$ cat config.mk
export PLATFORM = sky130hd
export DESIGN_NAME = odl_decoder
export DESIGN_NICKNAME = d
export VERILOG_FILES = /design/src/core/odl_pkg.sv /design/src/core/odl_decoder.sv
export VERILOG_INCLUDE_DIRS = /design/src /design/src/core
export SDC_FILE = /design/constraint.sdc
export NUM_CORES = 1
export LEC_CHECK = 0
export BUFFER_PORTS_ARGS = -buffer_cell sky130_fd_sc_hd__buf_2
export CAP_MARGIN = 20
export CORE_MARGIN = 3
export CORE_UTILIZATION = 60
export CTS_BUF_LIST = sky130_fd_sc_hd__clkbuf_4 sky130_fd_sc_hd__clkbuf_8 sky130_fd_sc_hd__clkbuf_16
export CTS_CLUSTER_DIAMETER = 120
export DETAILED_ROUTE_END_ITERATION = 7
export GPL_ROUTABILITY_DRIVEN = 0
export MAX_ROUTING_LAYER = met4
export PLACE_DENSITY = 0.89
export SLEW_MARGIN = 15
export SYNTH_ARGS = -nofsm -noshare
export SYNTH_HDL_FRONTEND = slang
export SYNTH_SLANG_ARGS = --single-unit
$ cat constraint.sdc
create_clock -name clk -period 5.7 [get_ports clk]
set_input_delay 0.57 -clock clk [delete_from_list [all_inputs] [get_ports clk]]
set_output_delay 0.57 -clock clk [all_outputs]
set_load 0.005 [all_outputs]
$ cat src/core/odl_defs.svh
// Purpose: constants for the opcode decode logic
// Assumes: opcode bytes arrive from the prefetch queue, one per cycle when valid
// Notes: Operation list follows
// Operation
// - byte F0 locks bus for next instruction
// - 001 sr 110 overrides next segment
// - 11011xxx plus modrm is coprocessor handoff
// - F6/F7 reg selects test, not, negate, multiply
// - F6/F7 reg 110/111 divide, with displacement
// - D4/D5 need second byte 0A
// - D0-D3 reg selects rotate or shift kind
// - bits 5..3 pick alu op, d, w
// - test updates flags only; A8/A9 immediate
// - E9 word, EB byte, EA far, FF indirect
// - C3/CB return, C2/CA add immediate to stack
// - 7x short branch, condition code, one offset
// - loop family E0-E3 with byte offset
// - CD type byte, CC type 3, CE, CF
// - F8 F9 F5 carry, FC FD direction
// - FA FB interrupt flag, F4 stop, 9B wait
// - 98 byte sign extend, 99 word
// - 3F and 2F subtract decimal fixups
// - segment code 00 ES 01 CS 10 SS 11 DS
// - s and w set sign-extends one byte
// - mod selects zero, one, two displacement
`ifndef ODL_DEFS_SVH
`define ODL_DEFS_SVH
`define ODL_LOCK_PFX 8'hF0
`define ODL_BCD_SECOND 8'h0A
`define ODL_INT3_TYPE 4'h3
`define ODL_SEG_DS 2'h3
`endif

$ cat src/core/odl_pkg.sv
// Purpose: types for the opcode decode logic
// Assumes: nothing beyond the defs header
// Notes: op_e codes one operation class per value
package odl_pkg;
    typedef enum logic [5:0] {
        OP_NONE, OP_ALU, OP_TEST, OP_NOT, OP_NEG, OP_MULU, OP_MULS, OP_DIVU, OP_DIVS,
        OP_BCD_MUL, OP_BCD_DIV, OP_SHIFT, OP_JMP, OP_CALL, OP_RET, OP_JCC, OP_LOOP,
        OP_INT, OP_INTO, OP_TRAP_RETURN, OP_FLAG, OP_HALT, OP_WAIT, OP_SEXT_B, OP_SEXT_W,
        OP_ASCII_SUB, OP_DEC_SUB, OP_ESC, OP_STRING, OP_OTHER, OP_UNDEF
    } odl_op_e;
    typedef enum logic [3:0] {
        ST_IDLE = 4'b0001,
        ST_MODRM = 4'b0010,
        ST_TAIL = 4'b0100,
        ST_DONE = 4'b1000
    } odl_state_e;
    typedef struct packed {
        odl_op_e op;
        logic [2:0] sub;
        logic [3:0] cond;
        logic wide;
        logic dir;
        logic count_reg;
        logic sign_ext;
        logic lock;
        logic seg_ovr;
        logic [1:0] seg;
        logic string_repeat_prefix;
        logic rep_z;
        logic [2:0] n_disp;
        logic [2:0] n_imm;
        logic undef;
    } odl_dec_s;
    typedef struct packed {
        odl_state_e st;
        odl_dec_s dec;
        logic [7:0] op_byte;
        logic [2:0] left;
        logic pf_lock;
        logic pf_seg;
        logic [1:0] pf_sreg;
        logic pf_rep;
        logic pf_repz;
        logic dec_valid;
    } odl_state_s;
endpackage : odl_pkg

$ cat src/core/odl_decoder.sv
// Purpose: classify opcode bytes into an operation and its byte counts
// Assumes: byte_valid marks one queue byte per cycle; decode consumes every byte
// Notes: trailing disp/imm bytes are counted and skipped, not captured
`timescale 1ns/1ps
`include "odl_defs.svh"
module odl_decoder (
    input wire logic clk,
    input wire logic rst_n,
    input wire logic byte_valid,
    input wire logic [7:0] byte_in,
    output logic byte_ready,
    output logic dec_valid,
    output odl_pkg::odl_dec_s dec
);
    odl_pkg::odl_state_s s_r;
    odl_pkg::odl_state_s s_nxt;

    function automatic logic [2:0] disp_len(input logic [7:0] m);
        if (m[7:6] == 2'b01) begin
            disp_len = 3'd1;
        end else if (m[7:6] == 2'b10 || (m[7:6] == 2'b00 && m[2:0] == 3'b110)) begin
            disp_len = 3'd2;
        end else begin
            disp_len = 3'd0;
        end
    endfunction : disp_len

    function automatic odl_pkg::odl_dec_s first(input logic [7:0] b);
        odl_pkg::odl_dec_s d;
        d = '0;
        d.op = odl_pkg::OP_OTHER;
        d.wide = b[0];
        d.seg = `ODL_SEG_DS;
        if (b[7:6] == 2'b00 && b[2] == 1'b0) begin
            d.op = odl_pkg::OP_ALU;
            d.sub = b[5:3];
            d.dir = b[1];
        end else if (b[7:6] == 2'b00 && b[2:1] == 2'b10) begin
            d.op = odl_pkg::OP_ALU;
            d.sub = b[5:3];
            d.n_imm = b[0] ? 3'd2 : 3'd1;
        end
        casez (b)
            8'b001?_?110: d.op = odl_pkg::OP_OTHER;
            8'h3F: d.op = odl_pkg::OP_ASCII_SUB;
            8'h2F: d.op = odl_pkg::OP_DEC_SUB;
            8'h0F, 8'b0110_????: d.undef = 1'b1;
            8'b0111_????: begin
                d.op = odl_pkg::OP_JCC;
                d.cond = b[3:0];
                d.n_imm = 3'd1;
            end
            8'b1000_01?0, 8'b1000_01?1: begin
                if (b[1] == 1'b0) begin
                    d.op = odl_pkg::OP_TEST;
                end
            end
            8'b1010_100?: begin
                d.op = odl_pkg::OP_TEST;
                d.n_imm = b[0] ? 3'd2 : 3'd1;
            end
            8'b1010_01??, 8'b1010_101?, 8'b1010_11??: begin
                d.op = odl_pkg::OP_STRING;
                d.sub = b[3:1];
            end
            8'b1000_00??: begin
                d.op = odl_pkg::OP_ALU;
                d.sign_ext = b[1] & b[0];
                d.n_imm = (b[0] & ~b[1]) ? 3'd2 : 3'd1;
            end
            8'h98: d.op = odl_pkg::OP_SEXT_B;
            8'h99: d.op = odl_pkg::OP_SEXT_W;
            8'h9A: begin
                d.op = odl_pkg::OP_CALL;
                d.n_imm = 3'd4;
            end
            8'h9B: d.op = odl_pkg::OP_WAIT;
            8'hC3, 8'hCB: d.op = odl_pkg::OP_RET;
            8'hC2, 8'hCA: begin
                d.op = odl_pkg::OP_RET;
                d.n_imm = 3'd2;
            end
            8'hCC: begin
                d.op = odl_pkg::OP_INT;
                d.cond = `ODL_INT3_TYPE;
            end
            8'hCD: begin
                d.op = odl_pkg::OP_INT;
                d.n_imm = 3'd1;
            end
            8'hCE: d.op = odl_pkg::OP_INTO;
            8'hCF: d.op = odl_pkg::OP_TRAP_RETURN;
            8'b1101_00??: begin
                d.op = odl_pkg::OP_SHIFT;
                d.count_reg = b[1];
            end
            8'hD4: d.op = odl_pkg::OP_BCD_MUL;
            8'hD5: d.op = odl_pkg::OP_BCD_DIV;
            8'b1101_1???: begin
                d.op = odl_pkg::OP_ESC;
                d.sub = b[2:0];
            end
            8'b1110_00??: begin
                d.op = (b[1:0] == 2'b11) ? odl_pkg::OP_JCC : odl_pkg::OP_LOOP;
                d.cond = {2'b00, b[1:0]};
                d.n_imm = 3'd1;
            end
            8'hE8, 8'hE9: begin
                d.op = b[0] ? odl_pkg::OP_JMP : odl_pkg::OP_CALL;
                d.n_imm = 3'd2;
            end
            8'hEA: begin
                d.op = odl_pkg::OP_JMP;
                d.n_imm = 3'd4;
            end
            8'hEB: begin
                d.op = odl_pkg::OP_JMP;
                d.n_imm = 3'd1;
            end
            8'hF4: d.op = odl_pkg::OP_HALT;
            8'hF5, 8'b1111_100?, 8'b1111_110?, 8'b1111_101?: begin
                d.op = odl_pkg::OP_FLAG;
                d.sub = b[2:0];
            end
            8'b1111_011?: d.op = odl_pkg::OP_TEST;
            8'hFF, 8'hFE: d.op = odl_pkg::OP_OTHER;
            default: begin
            end
        endcase
        first = d;
    endfunction : first

    function automatic logic needs_modrm(input logic [7:0] b);
        casez (b)
            8'b00??_?0??, 8'b1000_????, 8'b1100_01??, 8'b1100_011?: needs_modrm = ~b[7] | 1'b1;
            8'b1101_????, 8'b1111_011?, 8'b1111_111?: needs_modrm = 1'b1;
            default: needs_modrm = 1'b0;
        endcase
        if (b[7:6] == 2'b00 && b[2] == 1'b1) begin
            needs_modrm = 1'b0;
        end
        if (b[7:4] == 4'h8 && b[3:1] == 3'b100 && b[0] == 1'b1) begin
            needs_modrm = 1'b1;
        end
    endfunction : needs_modrm

    always_comb begin
        s_nxt = s_r;
        s_nxt.dec_valid = 1'b0;
        case (s_r.st)
            odl_pkg::ST_IDLE, odl_pkg::ST_DONE: begin
                s_nxt.st = odl_pkg::ST_IDLE;
                if (s_r.st == odl_pkg::ST_DONE) begin
                    s_nxt.dec_valid = 1'b1;
                end
                // a byte offered in the done cycle is refused, the queue holds it
                if (byte_valid && s_r.st == odl_pkg::ST_IDLE) begin
                    casez (byte_in)
                        `ODL_LOCK_PFX: s_nxt.pf_lock = 1'b1;
                        8'b001?_?110: begin
                            s_nxt.pf_seg = 1'b1;
                            s_nxt.pf_sreg = byte_in[4:3];
                        end
                        8'b1111_001?: begin
                            s_nxt.pf_rep = 1'b1;
                            s_nxt.pf_repz = byte_in[0];
                        end
                        default: begin
                            s_nxt.op_byte = byte_in;
                            s_nxt.dec = first(byte_in);
                            s_nxt.dec.lock = s_r.pf_lock;
                            s_nxt.dec.seg_ovr = s_r.pf_seg;
                            s_nxt.dec.seg = s_r.pf_seg ? s_r.pf_sreg : `ODL_SEG_DS;
                            s_nxt.dec.string_repeat_prefix = s_r.pf_rep;
                            s_nxt.dec.rep_z = s_r.pf_repz;
                            s_nxt.pf_lock = 1'b0;
                            s_nxt.pf_seg = 1'b0;
                            s_nxt.pf_rep = 1'b0;
                            s_nxt.left = s_nxt.dec.n_imm;
                            if (needs_modrm(byte_in) || byte_in == 8'hD4 || byte_in == 8'hD5) begin
                                s_nxt.st = odl_pkg::ST_MODRM;
                            end else if (s_nxt.dec.n_imm != 3'd0) begin
                                s_nxt.st = odl_pkg::ST_TAIL;
                            end else begin
                                s_nxt.st = odl_pkg::ST_DONE;
                            end
                        end
                    endcase
                end
            end
            odl_pkg::ST_MODRM: begin
                if (byte_valid) begin
                    s_nxt.st = odl_pkg::ST_TAIL;
                    s_nxt.dec.n_disp = disp_len(byte_in);
                    casez (s_r.op_byte)
                        8'b1111_011?: begin
                            case (byte_in[5:3])
                                3'b000: s_nxt.dec.op = odl_pkg::OP_TEST;
                                3'b010: s_nxt.dec.op = odl_pkg::OP_NOT;
                                3'b011: s_nxt.dec.op = odl_pkg::OP_NEG;
                                3'b100: s_nxt.dec.op = odl_pkg::OP_MULU;
                                3'b101: s_nxt.dec.op = odl_pkg::OP_MULS;
                                3'b110: s_nxt.dec.op = odl_pkg::OP_DIVU;
                                3'b111: s_nxt.dec.op = odl_pkg::OP_DIVS;
                                default: s_nxt.dec.undef = 1'b1;
                            endcase
                            s_nxt.left = 3'd0;
                            if (byte_in[5:3] == 3'b000) begin
                                s_nxt.left = s_r.op_byte[0] ? 3'd2 : 3'd1;
                            end
                            s_nxt.dec.n_imm = s_nxt.left;
                        end
                        8'b1101_00??: begin
                            s_nxt.dec.sub = byte_in[5:3];
                            s_nxt.dec.undef = (byte_in[5:3] == 3'b110);
                        end
                        8'hD4, 8'hD5: begin
                            s_nxt.dec.n_disp = 3'd0;
                            s_nxt.dec.undef = (byte_in != `ODL_BCD_SECOND);
                        end
                        8'b1101_1???: s_nxt.dec.sub = byte_in[5:3];
                        8'b1000_00??: s_nxt.dec.sub = byte_in[5:3];
                        8'hFF: begin
                            case (byte_in[5:3])
                                3'b010, 3'b011: s_nxt.dec.op = odl_pkg::OP_CALL;
                                3'b100, 3'b101: s_nxt.dec.op = odl_pkg::OP_JMP;
                                3'b111: s_nxt.dec.undef = 1'b1;
                                default: s_nxt.dec.op = odl_pkg::OP_OTHER;
                            endcase
                        end
                        default: begin
                        end
                    endcase
                    s_nxt.left = s_nxt.left + s_nxt.dec.n_disp;
                    if (s_nxt.left == 3'd0) begin
                        s_nxt.st = odl_pkg::ST_DONE;
                    end
                end
            end
            odl_pkg::ST_TAIL: begin
                if (s_r.left <= 3'd1) begin
                    s_nxt.st = byte_valid ? odl_pkg::ST_DONE : s_r.st;
                end
                if (byte_valid) begin
                    s_nxt.left = s_r.left - 3'd1;
                end
            end
            default: s_nxt.st = odl_pkg::ST_IDLE;
        endcase
    end

    always_ff @(posedge clk) begin
        if (!rst_n) begin
            s_r <= odl_pkg::odl_state_s'({odl_pkg::ST_IDLE,
                {($bits(odl_pkg::odl_state_s) - 4){1'b0}}});
        end else begin
            s_r <= s_nxt;
        end
    end

    assign byte_ready = (s_r.st != odl_pkg::ST_DONE);
    assign dec_valid = s_r.dec_valid;
    assign dec = s_r.dec;

    a_int3_type: assert property (@(posedge clk) disable iff (!rst_n)
        (s_r.st == odl_pkg::ST_IDLE && byte_valid && byte_in == 8'hCC)
        |-> ##2 (dec_valid && dec.op == odl_pkg::OP_INT && dec.cond == 4'h3))
        else $error("type 3 interrupt misdecoded");
    a_lock_carry: assert property (@(posedge clk) disable iff (!rst_n)
        (s_r.st == odl_pkg::ST_IDLE && byte_valid && byte_in == 8'hF0)
        |=> s_r.pf_lock)
        else $error("lock prefix not held");
    a_shift_count: assert property (@(posedge clk) disable iff (!rst_n)
        dec_valid && dec.op == odl_pkg::OP_SHIFT |-> dec.count_reg == s_r.op_byte[1])
        else $error("shift count source wrong");
    a_jcc_offset: assert property (@(posedge clk) disable iff (!rst_n)
        dec_valid && dec.op == odl_pkg::OP_JCC |-> dec.n_imm == 3'd1)
        else $error("short branch offset count wrong");
    a_sext_byte: assert property (@(posedge clk) disable iff (!rst_n)
        dec_valid && dec.sign_ext |-> dec.n_imm == 3'd1)
        else $error("sign extended immediate count wrong");
    a_undef_0f: assert property (@(posedge clk) disable iff (!rst_n)
        (s_r.st == odl_pkg::ST_IDLE && byte_valid && byte_in == 8'h0F) |-> ##2 dec.undef)
        else $error("unused opcode not flagged");
    a_ret_imm: assert property (@(posedge clk) disable iff (!rst_n)
        dec_valid && dec.op == odl_pkg::OP_RET |-> dec.n_imm == {s_r.op_byte[0] ? 3'd0 : 3'd2})
        else $error("return immediate count wrong");
    a_seg_default: assert property (@(posedge clk) disable iff (!rst_n)
        dec_valid && !dec.seg_ovr |-> dec.seg == 2'h3)
        else $error("default segment not data");
endmodule : odl_decoder

==> results.md <==
- First-pass GRT wire length: 15.9 mm
- Clk Latency, worst-skew pair: 0.31 ns
- Critical Path AT: 3.24 ns
- Post-Syn Area: 0.00372 mm²
- Cell mode on critical path: a21oi_1
- Worst-path maximum fanout: 26
- Ys Warns: 0
- CP Launch Type: input port
- Syn_area_per_cell: 7.39 µm²
- Area after DPL: 0.00365 mm²
- Setup Skew: 0.00746 ns
- Synth Instances: 503
- Fmax: 0.325 GHz
- Post-route cell area: around 0.0037 mm²
- Post-DRT Antenna Nets: 0
- Max_cap viols: 0
- Vias in the first global route: 3320
- Pwr per Cell Area: 213 mW/mm²
- Endpoint class of the critical path: register
- Final Setup Violations: 0
- Synth area leader: dfxtp_1
- Most common cell after layout, fill and taps aside: nand2_1
- Initial antenna violation count: 0
- Critical Path RT: roughly 5.9 ns
- Drt first pass iters: 5
- Least-Margin Pin Slew: 0.940 ns
- Diodes inserted: 0
- Primary FF master, synth: dfxtp_1
- Hold Vio Cnt, Final: 0
- GRT Overall Usage: between 20 and 30%
- Vias: 3719
- Drt initial violations: 387
- Clock Sinks: 49
- I/O pin count: 43
- CTS tree: done
- Crit-path slowest cell: or2_1
- DR DRC count: 0
- RSZ-0062 raised after global routing: false
- Die Height: 84.7 µm
- Post-CTS setup buffers: 0
- Initial Utilization: 62.4%
- Crit-path cells: buf_2 -> nor4bb_2 -> a32o_1 -> or2_1 -> buf_4 -> o21ai_0 -> a21oi_1 -> a21oi_1
- Peak supply drop: roughly 0.00021 V
- Period utilization: 53.9%
- CTS Hold Buffers Added: 0
- Setup CP Type: in2reg
- Register bit total from synthesis: between 40 and 50
- Sequential area share after synthesis: 26.4%
- Total wire length: 9.77 mm
- Clk Tree Root Cell: clkbuf_8
- Tmin final: 3.07 ns
- Max-slew violation count: 0
- Die Width: about 85 µm
- Synth cell types: between 70 and 80
- Multi-input gate area: roughly 0.0023 mm²
- Overflow after GRT: 0
- CTS buffer count: 5
- EDFF count, synth: 0
- Vias/cell: 6.59
- DP Wirelength: 7.02 mm
- Reg area: 981 µm²
- Area of the die: 0.00717 mm²
- Layout Nets: 509
- Crit path largest cell delay: between 0.5 and 0.6 ns
- Async S/R FF share, synth: 0%
- Yosys top cell area share: 26.4%
- Min-delay worst type: reg2reg
- IO Port Bufs: 40
- Largest cells by area after synthesis: dfxtp_1 26%, buf_4 6.5%, a21oi_1 6.2%
- Share of layout cells above drive strength 1: 14.1%
- Outcome: completed
- Gates resized, CTS repair: 0
- Detailed-route wire length per cell: 17.3 µm
- Leak pwr: 1.44 nW
- Max clock buf depth: 2
- Layout area overhead: 0.606%
- Htree depth: 2
- Rows: 28
- Largest net degree at the start of global routing: 32
- Fin Setup TNS: 0 ns
- Final design utilization: a little over three fifths
- Most frequent cells in the layout: 60 x nand2_1, 49 x dfxtp_1, 46 x a21oi_1, 40 x buf_2, 39 x nor2_1
- Clk slew on worst S/H paths: about 0.090 ns
- Filler cells: 536
- Slew headroom: 37.3%
- Core area: ~0.0060 mm²
Yosys cell counts, types with 6 or more instances:
cell	count
a22oi_1	7
o21ai_0	28
clkbuf_1	17
buf_1	6
nor2_1	39
nand2_1	60
nand3_1	19
a21oi_1	46
inv_1	16
a31oi_1	7
nand4_1	8
nor3b_1	10
ha_1	9
buf_4	32
dfxtp_1	49
buf_2	9
nor2b_1	14
nor3_1	9
and3_1	7
o22ai_1	6
critical path: cells and delay by family:
| family | cells | cell delay, ns |
|---|---|---|
| AO/OA/AOI/OAI | 4 | 0.83 |
| buffers and inverters | 2 | 0.74 |
| AND/OR/NAND/NOR | 2 | 1.09 |
cell type report:
| type | instances | area share, % |
|---|---|---|
| multi-input cells | 373 | 61.3 |
| flip-flops and latches | 49 | 26.2 |
| repair buffers | 43 | 5.96 |
| well taps | 75 | 2.51 |
| clock buffers | 5 | 1.84 |
| inverters | 16 | 1.61 |
| clock inverters | 3 | 0.569 |
power breakdown:
group	switching (mW)	internal, mW	leakage, nW	total (mW)
sequential	0.0181	0.365	0.400	0.383
clock	0.122	0.0872	0.0445	0.209
combinational	0.128	0.0752	0.999	0.203
through the flow:
stage | setup slack [ns] | hold WS [ns] | power [mW] | std cells
detailed placement | 2.40 | 0.441 | 0.588 | 556
floorplan | 3.12 | 0.431 | 0.553 | 504
global placement | 2.53 | 0.445 | 0.581 | 556
finish | 2.63 | 0.458 | 0.795 | 564
CTS | 2.73 | 0.460 | 0.794 | 564
global route | 2.45 | 0.483 | 0.837 | 564
cell families after synthesis:
logic type / after synthesis / share of synthesized area (%)
muxes: 5 / 1.38
and+or+nand+nor: 213 / 30.8
buffers and inverters: 82 / 12.1
adders and majority gates: 10 / 3.57
xor gates and xnor gates: 2 / 0.471
DFF: 49 / 26.4
other: 1 / 0.101
AOI/OAI and AO/OA: 141 / 25.3
state kept, by name, indices dropped and copies added (netlist names):
name and flops:
s_r 21, dec 27, dec_valid 1
metal layers:
layer	wire, µm	vias to the layer above	track usage (%)
met5	0	-	-
met4	217	0	9.06
met3	967	36	5.10
met2	4550	222	42.8
met1	4030	1705	36.5
li1	-	1756	-
worst paths after layout:
path	endpoint	slack [ns]	startpoint	cells after the start
max	dec[21]	2.63	byte_in[6]	8
min	dec[20]	0.46	dec[20]	2
max reg2reg	dec[28]	2.80	s_r[50]	7
min reg2reg	dec[20]	0.46	dec[20]	2
Power figures use the tool's default switching activity.
